## src/irqh_defines.svh

```systemverilog
// address map, reset values and field positions of the interrupt hold block
`ifndef IRQH_DEFINES_SVH
`define IRQH_DEFINES_SVH
// ---------------------------------------------------------------
// register addresses
// ---------------------------------------------------------------
`define IRQH_KEY_EN_ADDR 16'hFF6E
`define IRQH_REQ_ADDR 16'hFFE0
`define IRQH_MASK_ADDR 16'hFFE4
`define IRQH_LEVEL_ADDR 16'hFFE8
// ---------------------------------------------------------------
// reset values
// ---------------------------------------------------------------
`define IRQH_KEY_EN_RST 8'h00
`define IRQH_REQ_RST 8'h00
`define IRQH_MASK_RST 8'hFF
`define IRQH_LEVEL_RST 8'hFF
`define IRQH_IE_RST 1'b0
`define IRQH_ISP_RST 1'b1
// ---------------------------------------------------------------
// sources: 0..6 general inputs, 7 is the key interrupt
// ---------------------------------------------------------------
`define IRQH_NSRC 8
`define IRQH_KEY_SRC 3'h7
`endif

```

## src/irqh_pkg.sv

```systemverilog
// types shared by the interrupt hold block
`default_nettype none
package irqh_pkg;
  typedef logic [7:0] irqh_byte_t;
  typedef logic [2:0] irqh_idx_t;
  typedef logic [15:0] irqh_addr_t;
endpackage
`default_nettype wire
```

## src/irqh_ctrl.sv

```systemverilog
// interrupt acknowledge gating with hold instructions and key interrupt source
//
// What this block does
// - request needs flag 1 and mask 0; vectored only while global enable is 1
// - nesting only for equal or higher priority; lower ones stay pending
// - higher programmed level wins; ties go to lowest source number
// - with enable left 0 during service, new requests just stay pending
// - request during hold instruction waits until the next instruction completes
// - hold class: status word, returns, enable/disable, flag register accesses
// - soft trap is not hold class but clears the global enable
// - request flag setting ignores programmed level; level orders acknowledges and limits nesting during high-level service
// - falling edge on any enabled key line raises the key request
// - key enable bit n governs key line n; 0 ignores, 1 detects
// - key enable register writable per bit or byte; reset clears it
// - changing key enable never sets key request by itself; a line already low sees no edge
// - disabled key lines stay plain port pins
`timescale 1ns/1ps
`default_nettype none
`include "irqh_defines.svh"
module irqh_ctrl (
  input wire logic clk,
  input wire logic srst,
  input wire irqh_pkg::irqh_addr_t memAddr,
  input wire logic memWr,
  input wire logic memRd,
  input wire logic memBitOp,
  input wire irqh_pkg::irqh_idx_t memBitPos,
  input wire irqh_pkg::irqh_byte_t memWdata,
  output irqh_pkg::irqh_byte_t memRdata,
  input wire logic [6:0] srcReq,
  input wire irqh_pkg::irqh_byte_t keyLines,
  input wire logic instrDone,
  input wire logic instrHold,
  input wire logic instrTrap,
  input wire logic instrEi,
  input wire logic instrDi,
  input wire logic instrRet,
  input wire logic popIe,
  input wire logic popIsp,
  output logic ackValid,
  output irqh_pkg::irqh_idx_t ackSource,
  output logic maskableIrqEnable,
  output logic inServiceLevel,
  output irqh_pkg::irqh_byte_t keyPins
);
  import irqh_pkg::*;

  irqh_byte_t keyInputEnable_ff;
  irqh_byte_t requestFlag_ff;
  irqh_byte_t requestMask_ff;
  irqh_byte_t levelChoice_ff;
  irqh_byte_t keyMeta_ff;
  irqh_byte_t keySync_ff;
  irqh_byte_t keyPrev_ff;
  irqh_byte_t rdData_ff;
  logic ie_ff;
  logic isp_ff;
  logic ack_ff;
  irqh_idx_t ackSrc_ff;
  irqh_byte_t keyFall;
  irqh_byte_t hwSet;
  irqh_byte_t ackClr;
  irqh_byte_t ready;
  logic takeAck;
  logic anyPick;
  irqh_idx_t pickIdx;

  // ---------------------------------------------------------------
  // register write helper
  // ---------------------------------------------------------------
  // a bit operation touches one bit and keeps the rest
  function automatic irqh_byte_t wrByte(input irqh_byte_t old, input logic bitOp,
                                        input irqh_idx_t pos, input irqh_byte_t wd);
    irqh_byte_t res;
    res = old;
    if (bitOp) begin
      res[pos] = wd[0];
    end else begin
      res = wd;
    end
    return res;
  endfunction

  // ---------------------------------------------------------------
  // key line synchroniser and edge detect
  // ---------------------------------------------------------------
  // first stage feeds only the second; edge logic looks at later stages
  always_ff @(posedge clk) begin
    if (srst) begin
      keyMeta_ff <= 8'hFF;
      keySync_ff <= 8'hFF;
      keyPrev_ff <= 8'hFF;
    end else begin
      keyMeta_ff <= keyLines;
      keySync_ff <= keyMeta_ff;
      keyPrev_ff <= keySync_ff;
    end
  end

  // one detector per line, gated by its own enable bit
  genvar gi;
  generate
    for (gi = 0; gi < `IRQH_NSRC; gi++) begin : g_key
      assign keyFall[gi] = keyInputEnable_ff[gi] & keyPrev_ff[gi] & ~keySync_ff[gi];
    end
  endgenerate

  // port pins always see the synchronised level, detection or not
  always_ff @(posedge clk) begin
    if (srst) begin
      keyPins <= 8'hFF;
    end else begin
      keyPins <= keySync_ff;
    end
  end

  // ---------------------------------------------------------------
  // key enable register
  // ---------------------------------------------------------------
  // no guard on change: a line already low when enabled shows no falling edge
  always_ff @(posedge clk) begin
    if (srst) begin
      keyInputEnable_ff <= `IRQH_KEY_EN_RST;
    end else if (memWr && memAddr == `IRQH_KEY_EN_ADDR) begin
      keyInputEnable_ff <= wrByte(keyInputEnable_ff, memBitOp, memBitPos, memWdata);
    end
  end

  // ---------------------------------------------------------------
  // request flags
  // ---------------------------------------------------------------
  // hardware sets never look at the level register
  assign hwSet = {|keyFall, srcReq};
  assign ackClr = takeAck ? 8'(8'h01 << pickIdx) : 8'h00;

  // a set arriving with a software or acknowledge clear wins
  always_ff @(posedge clk) begin
    if (srst) begin
      requestFlag_ff <= `IRQH_REQ_RST;
    end else if (memWr && memAddr == `IRQH_REQ_ADDR) begin
      requestFlag_ff <= (wrByte(requestFlag_ff, memBitOp, memBitPos, memWdata) & ~ackClr)
                        | hwSet;
    end else begin
      requestFlag_ff <= (requestFlag_ff & ~ackClr) | hwSet;
    end
  end

  // mask and level registers
  always_ff @(posedge clk) begin
    if (srst) begin
      requestMask_ff <= `IRQH_MASK_RST;
      levelChoice_ff <= `IRQH_LEVEL_RST;
    end else if (memWr && memAddr == `IRQH_MASK_ADDR) begin
      requestMask_ff <= wrByte(requestMask_ff, memBitOp, memBitPos, memWdata);
    end else if (memWr && memAddr == `IRQH_LEVEL_ADDR) begin
      levelChoice_ff <= wrByte(levelChoice_ff, memBitOp, memBitPos, memWdata);
    end
  end

  // ---------------------------------------------------------------
  // read port
  // ---------------------------------------------------------------
  // data one cycle after the read strobe; unmapped addresses read zero
  always_ff @(posedge clk) begin
    if (srst) begin
      rdData_ff <= 8'h00;
    end else if (memRd) begin
      if (memAddr == `IRQH_KEY_EN_ADDR) begin
        rdData_ff <= keyInputEnable_ff;
      end else if (memAddr == `IRQH_REQ_ADDR) begin
        rdData_ff <= requestFlag_ff;
      end else if (memAddr == `IRQH_MASK_ADDR) begin
        rdData_ff <= requestMask_ff;
      end else if (memAddr == `IRQH_LEVEL_ADDR) begin
        rdData_ff <= levelChoice_ff;
      end else begin
        rdData_ff <= 8'h00;
      end
    end
  end
  assign memRdata = rdData_ff;

  // ---------------------------------------------------------------
  // arbitration
  // ---------------------------------------------------------------
  // while a high-level service runs only high-level requests may nest
  assign ready = requestFlag_ff & ~requestMask_ff
                 & (isp_ff ? 8'hFF : ~levelChoice_ff);

  // scan from the top so the lowest index of the best level is kept
  always_comb begin
    anyPick = 1'b0;
    pickIdx = 3'h0;
    for (int i = `IRQH_NSRC - 1; i >= 0; i--) begin
      if (ready[i] && !levelChoice_ff[i]) begin
        anyPick = 1'b1;
        pickIdx = 3'(i);
      end
    end
    if (!anyPick) begin
      for (int i = `IRQH_NSRC - 1; i >= 0; i--) begin
        if (ready[i]) begin
          anyPick = 1'b1;
          pickIdx = 3'(i);
        end
      end
    end
  end

  // hold-class completions never take a request; a return is refused even if not flagged hold
  assign takeAck = instrDone && !instrHold && !instrTrap && !instrRet
                   && ie_ff && anyPick;

  // ---------------------------------------------------------------
  // global enable and in-service level
  // ---------------------------------------------------------------
  // acknowledge and trap both clear the enable; only the enable op nests
  always_ff @(posedge clk) begin
    if (srst) begin
      ie_ff <= `IRQH_IE_RST;
      isp_ff <= `IRQH_ISP_RST;
    end else if (takeAck) begin
      ie_ff <= 1'b0;
      isp_ff <= levelChoice_ff[pickIdx];
    end else if (instrDone && instrTrap) begin
      ie_ff <= 1'b0;
    end else if (instrDone && instrRet) begin
      ie_ff <= popIe;
      isp_ff <= popIsp;
    end else if (instrDone && instrEi) begin
      ie_ff <= 1'b1;
    end else if (instrDone && instrDi) begin
      ie_ff <= 1'b0;
    end
  end
  assign maskableIrqEnable = ie_ff;
  assign inServiceLevel = isp_ff;

  // acknowledge pulse toward the core with the chosen vector
  always_ff @(posedge clk) begin
    if (srst) begin
      ack_ff <= 1'b0;
      ackSrc_ff <= 3'h0;
    end else begin
      ack_ff <= takeAck;
      if (takeAck) begin
        ackSrc_ff <= pickIdx;
      end
    end
  end
  assign ackValid = ack_ff;
  assign ackSource = ackSrc_ff;
endmodule
`default_nettype wire

```

## config.mk

```make
export PLATFORM = sky130hd
export DESIGN_NAME = irqh_ctrl
export DESIGN_NICKNAME = d
export VERILOG_FILES = /design/src/irqh_pkg.sv /design/src/irqh_ctrl.sv
export VERILOG_INCLUDE_DIRS = /design/src
export SDC_FILE = /design/constraint.sdc
export NUM_CORES = 1
export LEC_CHECK = 0
export BUFFER_PORTS_ARGS = -buffer_cell sky130_fd_sc_hd__clkbuf_2
export CORE_MARGIN = 1.5
export CORE_UTILIZATION = 41
export CTS_BUF_LIST = sky130_fd_sc_hd__clkbuf_4
export DETAILED_ROUTE_END_ITERATION = 10
export SYNTH_ARGS = -nofsm -noshare
export SYNTH_HDL_FRONTEND = slang
export SYNTH_SLANG_ARGS = --single-unit
```

## constraint.sdc

```tcl
create_clock -name clk -period 4.7 [get_ports clk]
set_input_delay 0.47 -clock clk [delete_from_list [all_inputs] [get_ports clk]]
set_output_delay 0.47 -clock clk [all_outputs]
set_load 0.05 [all_outputs]
```

==> qor.log, run 1 <==
qor: worst_setup_path.crit_family simple AND/OR/NAND/NOR gates
qor: die.placementRows 34
qor: logic_synthesis.synthesis.yosys.warnings 0
qor: worst_setup_path.critPathRequiredTime 5010 ps
qor: clock_network.post_cts_resize_count 0
qor: logic_synthesis.post_synth_num_cell_types 58
qor: worst_setup_path.worst-r2r-cell-count 6
qor: die.overall_die_area 9450 um2
qor: logic_synthesis.ys_seq_elements 70
qor: worst_setup_path.end_kind flip-flop
qor: drt.via_per_inst 5.83
qor: worst_setup_path.slowest_delay 570 ps
qor: pwr.post-layout-total-power 1.23 mW
qor: worst_setup_path.reg2reg_from levelChoice_ff[6]
qor: worst_setup_path.critical_path_cell_count 6
qor: clock_network.cts_tree done
qor: worst_hold_path.hp-class input port to flip-flop
qor: drt.route.vias.total 3579
qor: worst_setup_path.r2r_setup_slack 1990 ps
qor: logic_synthesis.synthesis.nets 488
qor: die.chipHeight 97.2 um
qor: logic_synthesis.yosysTopAreaCell sky130_fd_sc_hd__dfxtp_1
qor: pwr.power.leakage 1.74 nW
qor: grt.initial_antenna_violation_count 0
qor: clock_network.cts_hold_buffers 0
qor: die.die-width 97.2 um
qor: logic_synthesis.syn_area_per_cell 8.40 um2
qor: worst_setup_path.crit_path_top_delay_cell sky130_fd_sc_hd__or4b_4
qor: clock_network.cts.repair_timing.setup_buffer_count 0
qor: flow_run.max_cap_violations 0
qor: grt.grt-ovfl-total 0
qor: worst_setup_path.critPathBufInv 0
qor: grt.global_route_wire_length_before_repair 17400 um
qor: grt.groute.usage.overall 23.1%
qor: finish.antennaDiodeCount 0
qor: logic_synthesis.syn_inst 433
qor: timing.final_max_slew_viol_count 0
qor: worst_setup_path.crit_path_max_fanout 7
qor: worst_setup_path.worstReg2RegEnd requestFlag_ff[3]
qor: finish.layout-drive-gt1-share 26.7%
qor: clock_network.worstSkewPairLatency 400 ps
qor: logic_synthesis.synth_edf_count 0
qor: timing.hold_violations 0
qor: worst_setup_path.crit_path_end requestFlag_ff[3]
qor: timing.fin_worst_skew 15.1 ps
qor: drt.routed_wl 10900 um
qor: die.start_util 41.9%
qor: worst_setup_path.critPathLaunch levelChoice_ff[6]
qor: timing.tightest_slew 1080 ps
qor: pwr.power_density 289 nW/um2
qor: drt.drt_iter0_drc 231
qor: timing.final.period_utilization 57.8%
qor: outcome.outcome complete, no violations
qor: pwr.vdd.ir_drop.worst 0.000197 V
qor: worst_setup_path.cp_cell_sequence nor3b_1, or4_4, or4b_4, o32ai_2, nand3_1, o311a_1
qor: timing.clock.fmax 0.368 GHz
qor: worst_setup_path.critical_path_arrival 3020 ps
qor: drt.drc 0
qor: placed_design.hpwlAfterDp 8090 um
qor: logic_synthesis.netlist.area_leader.share 38.5%
qor: drt.post_drt_wl_per_cell 17.7 um
qor: clock_network.cts_root_buffer sky130_fd_sc_hd__clkbuf_4
qor: logic_synthesis.synth.area.top_cells sky130_fd_sc_hd__dfxtp_1 (39%), sky130_fd_sc_hd__nand2_1 (6.5%), sky130_fd_sc_hd__mux2i_1 (5.8%)
qor: worst_setup_path.criticalPathCategory flip-flop to flip-flop
qor: timing.fin_tns_setup 0 ps
qor: clock_network.cts.htree.levels 3
qor: die.floorplan_core_area 8680 um2
qor: clock_network.clock_tree.buffer_depth 2
qor: logic_synthesis.synth-seq-area-share 38.5%
qor: timing.final.min_clock_period 2710 ps
qor: clock_network.clock_pin_slew_of_the_registers_on_the_worst_case_setup_and_hold_paths 120 ps
qor: finish.synthToLayoutAreaGrowth 17.5%
qor: worst_setup_path.setup.worst_path.start_class flip-flop
qor: grt.grt_start_max_net_pins 54
qor: placed_design.finalWeightedCongestion 0.994
qor: grt.grt_pass1_vias 3425
qor: clock_network.tritoncts_num_sinks 70
qor: timing.grt_setup_unrepaired false
qor: timing.final-setup-viol-count 0
qor: logic_synthesis.synth_top_flop_cell sky130_fd_sc_hd__dfxtp_1
qor: logic_synthesis.postSynth.asyncResetShare 0%
qor: logic_synthesis.netlist_area 3640 um2
qor: placed_design.io_buffer_count 76
qor: die.boundaryPins 77
qor: drt.antenna_left 0
qor: drt.drt_pass1_iterations 9
qor: clock_network.tritoncts.num_buffers 9
qor: finish.final_core_utilization 49.3%
qor: timing.slew_headroom 27.5%
qor: finish.final_net_count 556
## final cells by class
type | count | area (um2)
Clock buffer | 9 | 67.6
Clock inverter | 7 | 111
Fill cell | 877 | 4400
Inverter | 12 | 45.0
Multi-Input combinational cell | 330 | 2120
Sequential cell | 70 | 1400
Tap cell | 108 | 135
Timing Repair Buffer | 78 | 395
## cell families after synthesis
logic type | after synthesis | share of synthesized area, %
muxes | 28 | 7.94
and+or+nand+nor | 209 | 30.9
DFF | 70 | 38.5
buffers and inverters | 33 | 3.40
AOI/OAI and AO/OA | 93 | 19.3
## synthesized netlist by cell type, types with 4 or more instances
| cell type | n |
|---|---|
| sky130_fd_sc_hd__or3b_2 | 4 |
| sky130_fd_sc_hd__o21ai_0 | 16 |
| sky130_fd_sc_hd__clkbuf_1 | 20 |
| sky130_fd_sc_hd__a211oi_1 | 16 |
| sky130_fd_sc_hd__mux2_2 | 7 |
| sky130_fd_sc_hd__mux2i_1 | 21 |
| sky130_fd_sc_hd__nand2b_1 | 9 |
| sky130_fd_sc_hd__dfxtp_1 | 70 |
| sky130_fd_sc_hd__nand3_1 | 14 |
| sky130_fd_sc_hd__or2_2 | 25 |
| sky130_fd_sc_hd__a221o_1 | 4 |
| sky130_fd_sc_hd__inv_1 | 11 |
| sky130_fd_sc_hd__a222oi_1 | 7 |
| sky130_fd_sc_hd__a21oi_1 | 13 |
| sky130_fd_sc_hd__nor3b_1 | 4 |
| sky130_fd_sc_hd__nand4_1 | 10 |
| sky130_fd_sc_hd__nand2_1 | 63 |
| sky130_fd_sc_hd__nor2b_1 | 19 |
| sky130_fd_sc_hd__nor4_1 | 4 |
| sky130_fd_sc_hd__nor2_1 | 33 |
| sky130_fd_sc_hd__and4_1 | 4 |
## registers in the layout, summed over array words and instances, names as in the netlist
signal	flops
ackSource	3
ackValid	1
inServiceLevel	1
keyInputEnable_ff	8
keyMeta_ff	8
keyPins	8
keySync_ff	8
levelChoice_ff	8
maskableIrqEnable	1
memRdata	8
requestFlag_ff	8
requestMask_ff	8
## worst register-to-register path, stage by stage (launching register included)
cell                      delay (ps)
sky130_fd_sc_hd__dfxtp_1         500
sky130_fd_sc_hd__nor3b_1         120
sky130_fd_sc_hd__or4_4           500
sky130_fd_sc_hd__or4b_4          570
sky130_fd_sc_hd__o32ai_2         460
sky130_fd_sc_hd__nand3_1         150
sky130_fd_sc_hd__o311a_1         300
## per-layer routing
| metal | GRT usage, % | up-vias | routed length (um) |
|---|---|---|---|
| met4 | 9.03 | 0 | 198 |
| met2 | 39.3 | 129 | 5310 |
| li1 | - | 1730 | - |
| met5 | 0 | - | 0 |
| met3 | 3.96 | 18 | 640 |
| met1 | 29.1 | 1702 | 4720 |
## metrics by stage
stage	worst slack [ps]	area (um2)	hold WS, ps	instances
after global placement	2090	4100	392	598
after detailed placement	1980	4100	395	598
final	1990	4280	246	614
after global routing	1890	4280	211	614
after floorplan	2200	3640	389	433
after CTS	2030	4280	226	614
## power by group
| part | switching [mW] | internal (mW) | total (mW) |
|---|---|---|---|
| Combinational | 0.0811 | 0.0488 | 0.130 |
| Sequential | 0.00991 | 0.610 | 0.620 |
| Clock | 0.218 | 0.267 | 0.485 |
| Total | 0.309 | 0.926 | 1.23 |
## layout by cell type (no fill, tap or decap), types with 10 or more instances in the layout
cell,n
sky130_fd_sc_hd__nor2b_1,19
sky130_fd_sc_hd__or2_2,25
sky130_fd_sc_hd__mux2i_1,21
sky130_fd_sc_hd__clkbuf_2,76
sky130_fd_sc_hd__dfxtp_1,70
sky130_fd_sc_hd__a211oi_1,16
sky130_fd_sc_hd__nor2_1,33
sky130_fd_sc_hd__nand3_1,14
sky130_fd_sc_hd__o21ai_0,16
sky130_fd_sc_hd__nand2_1,63
sky130_fd_sc_hd__nand4_1,10
sky130_fd_sc_hd__inv_1,11
sky130_fd_sc_hd__a21oi_1,13
## worst min path at each step
stage | endpoint | from | cells past startpoint
final | keyMeta_ff[1] | keyLines[1] | 2
after global routing | keyMeta_ff[5] | keyLines[5] | 2
after CTS | keyMeta_ff[5] | keyLines[5] | 2
after detailed placement | keySync_ff[1] | keyMeta_ff[1] | 1
after global placement | keySync_ff[1] | keyMeta_ff[1] | 1
after floorplan | keySync_ff[0] | keyMeta_ff[0] | 1
Power figures use the tool's default switching activity.
==> run 2: changes to the inputs <==
--- a/config.mk
+++ b/config.mk
@@ -11,6 +11,7 @@
 export CORE_UTILIZATION = 41
 export CTS_BUF_LIST = sky130_fd_sc_hd__clkbuf_4
 export DETAILED_ROUTE_END_ITERATION = 10
+export PLACE_DENSITY = 0.65
 export SYNTH_ARGS = -nofsm -noshare
 export SYNTH_HDL_FRONTEND = slang
 export SYNTH_SLANG_ARGS = --single-unit
==> constraint.sdc (replaced) <==
create_clock -name clk -period 2.3 [get_ports clk]
set_input_delay 0.23 -clock clk [delete_from_list [all_inputs] [get_ports clk]]
set_output_delay 0.23 -clock clk [all_outputs]
set_load 0.05 [all_outputs]
==> run 2 against run 1 <==
  * Sequential share of layout area shrank 2.5 points
  * Cell count up 7.0%
  * Critical path depth unchanged
  * Maximum frequency increased by 11%
  * Critical path type unchanged
  * The run now ends with negative setup slack left
==> qor.log, run 2 (same netlist as run 1, synthesis figures left out) <==
qor: grt.grt_pass1_vias 3602
qor: clock_network.clock_pin_slew_of_the_registers_on_the_worst_case_setup_and_hold_paths 130 ps
qor: flow_run.max_cap_violations 0
qor: finish.final_net_count 599
qor: worst_setup_path.critPathRequiredTime 2600 ps
qor: worst_setup_path.end_kind flip-flop
qor: clock_network.cts_root_buffer sky130_fd_sc_hd__clkbuf_4
qor: clock_network.tritoncts.num_buffers 9
qor: pwr.vdd.ir_drop.worst 0.000531 V
qor: drt.drt_iter0_drc 220
qor: timing.clock.fmax 0.408 GHz
qor: worst_setup_path.crit_path_top_delay_cell sky130_fd_sc_hd__or4b_4
qor: timing.final.period_utilization 107%
qor: pwr.clockPowerShare 34.4%
qor: clock_network.worstSkewPairLatency 420 ps
qor: drt.route.vias.total 3725
qor: placed_design.hpwlAfterDp 8270 um
qor: worst_setup_path.criticalPathCategory flip-flop to flip-flop
qor: worst_setup_path.critical_path_arrival 2750 ps
qor: clock_network.cts.htree.levels 3
qor: pwr.netSwitchingPower 676 uW
qor: outcome.outcome finished, violations left
qor: placed_design.pre_cts_slack -123 ps
qor: timing.hold_violations 0
qor: finish.seq_area 1410 um2
qor: grt.initial_antenna_violation_count 0
qor: worst_setup_path.setup.worst_path.start_class flip-flop
qor: grt.global_route_wire_length_before_repair 17900 um
qor: pwr.internal_portion_of_total_power 1.70 mW
qor: timing.fin_worst_skew 17.7 ps
qor: timing.final_max_slew_viol_count 0
qor: worst_setup_path.cp_cell_sequence nor3b_4, or4_4, or4b_4, o32a_1, nor4_2, a211oi_1
qor: finish.layout_common_cells sky130_fd_sc_hd__clkbuf_2 (76), sky130_fd_sc_hd__dfxtp_1 (67), sky130_fd_sc_hd__nand2_1 (63)
qor: worst_setup_path.slowest_delay 560 ps
qor: timing.tightest_slew 689 ps
qor: die.boundaryPins 77
qor: die.floorplan_core_area 8680 um2
qor: placed_design.io_buffer_count 76
qor: pwr.power_density 512 nW/um2
qor: grt.groute.usage.overall 23.8%
qor: drt.via_per_inst 5.67
qor: grt.grt-ovfl-total 0
qor: finish.most_common_cell_after_layout_fill_and_taps_aside sky130_fd_sc_hd__clkbuf_2
qor: timing.slew_headroom 53.6%
qor: finish.layout.filler_cells 840
qor: pwr.p_seq_share 53.2%
qor: drt.drt_pass1_iterations 5
qor: timing.final.min_clock_period 2450 ps
qor: outcome.violations negative setup slack
qor: finish.multiInputGateArea 2180 um2
qor: finish.synthToLayoutAreaGrowth 27.6%
qor: worst_setup_path.crit_path_max_fanout 3
qor: worst_hold_path.hp-class input port to flip-flop
qor: placed_design.finalWeightedCongestion 0.957
qor: timing.final-setup-viol-count 11
qor: clock_network.tritoncts_num_sinks 70
qor: drt.post_drt_wl_per_cell 16.9 um
qor: finish.layout.cell_area.non_filler 4640 um2
qor: clock_network.clock_tree.buffer_depth 2
qor: die.start_util 41.9%
qor: die.placementRows 34
qor: die.overall_die_area 9450 um2
qor: drt.drc 0
qor: drt.routed_wl 11100 um
qor: finish.layout-drive-gt1-share 33.0%
qor: timing.final_worst_slack -150 ps
qor: drt.antenna_left 0
qor: timing.grt_setup_unrepaired true
qor: clock_network.cts_tree done
qor: finish.final_core_utilization 53.5%
qor: die.die-width 97.2 um
qor: die.chipHeight 97.2 um
qor: pwr.p_sw_share 28.5%
qor: pwr.power_frac_comb 12.3%
qor: pwr.power.leakage 1.95 nW
qor: finish.antennaDiodeCount 0
qor: placed_design.dpl_cell_area 4370 um2
qor: grt.grt_start_max_net_pins 53
==> run 2: metal layers <==
layer / share of wire, % / routed length (um) / vias to the layer above / track usage, %
li1: - / - / 1817 / -
met1: 46 / 5090 / 1776 / 30.5
met2: 47 / 5250 / 112 / 39.3
met3: 4.5 / 503 / 20 / 4.68
met4: 2.1 / 235 / 0 / 9.25
met5: 0 / 0 / - / 0
==> run 2: metrics by stage <==
step,std cells,total power [mW],hold WS [ps],TNS (ps)
after detailed placement,632,1.57,394,-774
final,657,2.38,66.2,-962
after floorplan,433,1.46,334,-74.1
after global routing,657,2.46,66.0,-1810
after CTS,656,2.39,35.5,-858
after global placement,632,1.57,391,-294
==> run 2: area by class of cell <==
cell class                 instances  area share (%)
tap                              108            2.91
multi-input combinational        330            46.9
inverter                          12           0.970
clock inverter                     7            1.56
timing repair buffer             121            16.0
sequential                        70            30.3
clock buffer                       9            1.45
==> run 2: power by group through the flow <==
stage | sequential (mW) | clock (mW) | combinational (mW)
after detailed placement | 1.29 | 0 | 0.280
after global routing | 1.27 | 0.875 | 0.318
after global placement | 1.29 | 0 | 0.276
after floorplan | 1.33 | 0 | 0.127
after CTS | 1.26 | 0.834 | 0.291
final | 1.26 | 0.818 | 0.293
==> run 2: path summary, 6_finish.rpt <==
check        slack [ps]                end  depth (start not counted)         startpoint
max                -150  requestFlag_ff[2]                          6  requestFlag_ff[6]
min reg2reg         420      keySync_ff[3]                          1      keyMeta_ff[3]
min                  70  requestFlag_ff[6]                          3          srcReq[6]
max reg2reg        -150  requestFlag_ff[2]                          6  requestFlag_ff[6]
==> run 2: what timing repair did <==
item | CTS | global route
endpoints found under the setup margin | 11 | 11
gates resized for setup | 2 | 9
pin swaps | 2 | 3
endpoints found under the hold margin | 8 | 0
hold buffers | 8 | 0
buffers inserted | 0 | 1
==> run 2: critical path: cells and delay by family, from the launching register on <==
| kind | cells | cell delay [ps] |
|---|---|---|
| DFF | 1 | 340 |
| AOI/OAI and AO/OA | 2 | 470 |
| and+or+nand+nor | 4 | 1500 |
==> run 3: changes to the inputs <==
--- a/config.mk
+++ b/config.mk
@@ -6,7 +6,9 @@
 export SDC_FILE = /design/constraint.sdc
 export NUM_CORES = 1
 export LEC_CHECK = 0
+export ABC_AREA = 1
 export BUFFER_PORTS_ARGS = -buffer_cell sky130_fd_sc_hd__clkbuf_2
+export CAP_MARGIN = 5
 export CORE_MARGIN = 1.5
 export CORE_UTILIZATION = 41
 export CTS_BUF_LIST = sky130_fd_sc_hd__clkbuf_4
==> constraint.sdc (replaced) <==
create_clock -name clk -period 2.3 [get_ports clk]
set_input_delay 0.23 -clock clk [delete_from_list [all_inputs] [get_ports clk]]
set_output_delay 0.23 -clock clk [all_outputs]
set_load 0.01 [all_outputs]
==> run 3 against run 2 <==
  * Register-to-register slack better by 330 ps
  * Power is 6.3% lower
  * Cell area is 7.1% lower
  * Largest power group unchanged
  * Critical endpoint is now requestFlag_ff[6]
  * Hold slack worse by 40 ps
  * Cell count is 6.4% higher
  * The flow now finishes without violations
==> qor.log, run 3 <==
qor: outcome.outcome complete, no violations
qor: clock_network.tritoncts.num_buffers 9
qor: finish.antennaDiodeCount 0
qor: drt.route.vias.total 3691
qor: die.placementRows 33
qor: logic_synthesis.synth_top_flop_cell sky130_fd_sc_hd__dfxtp_1
qor: logic_synthesis.synth.area.top_cells sky130_fd_sc_hd__dfxtp_1 (39%), sky130_fd_sc_hd__nand2_1 (10%), sky130_fd_sc_hd__inv_1 (7.7%)
qor: pwr.power_density 516 nW/um2
qor: finish.layout-drive-gt1-share 25.8%
qor: logic_synthesis.post-synth-top-count-cell sky130_fd_sc_hd__nand2_1
qor: logic_synthesis.synthesis.yosys.warnings 0
qor: drt.drt_iter0_drc 182
qor: timing.fin_worst_skew 15.3 ps
qor: logic_synthesis.synth_edf_count 0
qor: logic_synthesis.post_synth_num_cell_types 42
qor: die.overall_die_area 9300 um2
qor: finish.final_core_utilization 51.7%
qor: timing.final.min_clock_period 2120 ps
qor: logic_synthesis.netlist.area_leader.share 39.2%
qor: timing.final_max_slew_viol_count 0
qor: worst_hold_path.hold-path-cell-count 3
qor: clock_network.cts_tree done
qor: worst_setup_path.end_kind flip-flop
qor: finish.synthToLayoutAreaGrowth 20.6%
qor: clock_network.cts.htree.levels 3
qor: drt.via_per_inst 5.28
qor: placed_design.finalWeightedCongestion 0.973
qor: finish.final_net_count 644
qor: grt.grt_start_max_net_pins 36
qor: drt.post_drt_wl_per_cell 15.0 um
qor: worst_setup_path.critPathRequiredTime 2620 ps
qor: logic_synthesis.synth-seq-area-share 39.2%
qor: pwr.post-layout-total-power 2.23 mW
qor: drt.routed_wl 10500 um
qor: pwr.power.leakage 2.05 nW
qor: logic_synthesis.synthesis.nets 556
qor: finish.layout_common_cells sky130_fd_sc_hd__nand2_1 (92), sky130_fd_sc_hd__clkbuf_2 (76), sky130_fd_sc_hd__inv_1 (72)
qor: worst_setup_path.worst-r2r-cell-count 11
qor: timing.tightest_slew 564 ps
qor: die.boundaryPins 77
qor: worst_setup_path.setup.worst_path.start_class flip-flop
qor: finish.most_common_cell_after_layout_fill_and_taps_aside sky130_fd_sc_hd__nand2_1
qor: timing.final.period_utilization 92.2%
qor: logic_synthesis.netlist_area 3580 um2
qor: die.die-width 96.4 um
qor: clock_network.clock_tree.buffer_depth 2
qor: pwr.vdd.ir_drop.worst 0.000410 V
qor: grt.grt-ovfl-total 0
qor: flow_run.max_cap_violations 0
qor: die.chipHeight 96.4 um
qor: grt.initial_antenna_violation_count 0
qor: clock_network.cts_root_buffer sky130_fd_sc_hd__clkbuf_4
qor: logic_synthesis.syn_inst 501
qor: logic_synthesis.ys_top_cells_by_count sky130_fd_sc_hd__nand2_1 (95), sky130_fd_sc_hd__inv_1 (73), sky130_fd_sc_hd__dfxtp_1 (70)
qor: placed_design.io_buffer_count 76
qor: placed_design.placed_cells 674
qor: timing.final-setup-viol-count 0
qor: timing.final_worst_hold_slack 26.2 ps
qor: timing.final_worst_slack 179 ps
qor: finish.layoutNonFillerInstCount 699
qor: grt.grt_pass1_vias 3516
qor: clock_network.tritoncts_num_sinks 70
qor: placed_design.dpl_cell_area 4080 um2
qor: worst_setup_path.critical_path_arrival 2450 ps
qor: finish.layout.cell_area.non_filler 4310 um2
qor: grt.groute.usage.overall 24.2%
qor: worst_hold_path.hp-class input port to flip-flop
qor: die.start_util 42.9%
qor: drt.drc 0
qor: drt.antenna_left 0
qor: logic_synthesis.yosysTopAreaCell sky130_fd_sc_hd__dfxtp_1
qor: placed_design.pre_cts_slack 156 ps
qor: worst_setup_path.crit_path_max_fanout 7
qor: timing.slew_headroom 62.0%
qor: clock_network.clock_pin_slew_of_the_registers_on_the_worst_case_setup_and_hold_paths 130 ps
qor: drt.drt_pass1_iterations 4
qor: die.floorplan_core_area 8340 um2
qor: placed_design.hpwlAfterDp 8270 um
qor: worst_setup_path.criticalPathCategory flip-flop to flip-flop
qor: timing.fin_tns_setup 0 ps
qor: clock_network.worstSkewPairLatency 420 ps
qor: logic_synthesis.ys_seq_elements 70
qor: timing.hold_violations 0
qor: grt.global_route_wire_length_before_repair 16800 um
qor: timing.clock.fmax 0.471 GHz
qor: logic_synthesis.syn_area_per_cell 7.14 um2
qor: logic_synthesis.postSynth.asyncResetShare 0%
[run 3: changes by cell type in the layout (fill, tap and decap cells not counted), moves of 12 or more]
| cell | before | now |
|---|---|---|
| sky130_fd_sc_hd__nand3_1 | 14 | 32 |
| sky130_fd_sc_hd__buf_4 | 36 | 7 |
| sky130_fd_sc_hd__a211oi_1 | 15 | 1 |
| sky130_fd_sc_hd__mux2i_1 | 21 | 0 |
| sky130_fd_sc_hd__a21oi_1 | 12 | 24 |
| sky130_fd_sc_hd__nor2b_1 | 19 | 0 |
| sky130_fd_sc_hd__inv_1 | 11 | 72 |
| sky130_fd_sc_hd__nand2_1 | 63 | 92 |
| sky130_fd_sc_hd__o21ai_0 | 15 | 46 |
[run 3: final timing paths]
| check | start | endpoint | slack, ps |
|---|---|---|---|
| max reg2reg | inServiceLevel | requestFlag_ff[6] | 180 |
| min | srcReq[5] | requestFlag_ff[5] | 30 |
| min reg2reg | keyMeta_ff[1] | keySync_ff[1] | 430 |
| max | inServiceLevel | requestFlag_ff[6] | 180 |
[run 3: power breakdown]
| group | internal (mW) | leakage, nW | total [mW] | switching (mW) |
|---|---|---|---|---|
| combinational | 0.0874 | 1.41 | 0.222 | 0.134 |
| sequential | 1.24 | 0.571 | 1.26 | 0.0179 |
| clock | 0.244 | 0.0694 | 0.747 | 0.502 |
| total | 1.57 | 2.05 | 2.23 | 0.654 |
[run 3: kinds of logic after synthesis]
group | after synthesis | share of synthesized area, %
buf+inv | 99 | 10.7
flops | 70 | 39.2
simple gates | 200 | 26.4
compound gates | 132 | 23.8
[run 3: critical path, cell delays in order (launching register included)]
cell                        delay [ps]
sky130_fd_sc_hd__dfxtp_2           370
sky130_fd_sc_hd__buf_4             170
sky130_fd_sc_hd__o21bai_1          300
sky130_fd_sc_hd__nand2_1           130
sky130_fd_sc_hd__nor2_1            250
sky130_fd_sc_hd__a2111oi_4         120
sky130_fd_sc_hd__buf_4             160
sky130_fd_sc_hd__inv_2             110
sky130_fd_sc_hd__nor2_4             50
sky130_fd_sc_hd__inv_2              90
sky130_fd_sc_hd__o21ai_1            80
sky130_fd_sc_hd__a21oi_1           210
[run 3: final cells by class]
class | count | area, um2
Fill cell | 833 | 4030
Multi-Input combinational cell | 332 | 1810
Sequential cell | 70 | 1410
Timing Repair Buffer | 91 | 513
Inverter | 85 | 322
Tap cell | 105 | 131
Clock buffer | 9 | 67.6
Clock inverter | 7 | 62.6
[run 3: repair_timing]
item | 4_1_cts | 5_1_grt
hold buffers | 8 | 0
endpoints found under the hold margin | 8 | 0
buffers inserted | 0 | 1
endpoints found under the setup margin | 0 | 4
gates resized for setup | 0 | 11
[run 3: layer usage]
metal  vias up  wire length, um  GRT usage, %
li1       1858                -             -
met1      1685             4840          30.7
met2       128             4850          40.3
met3        20              546          5.24
met4         0              257          8.94
met5         -                0             0
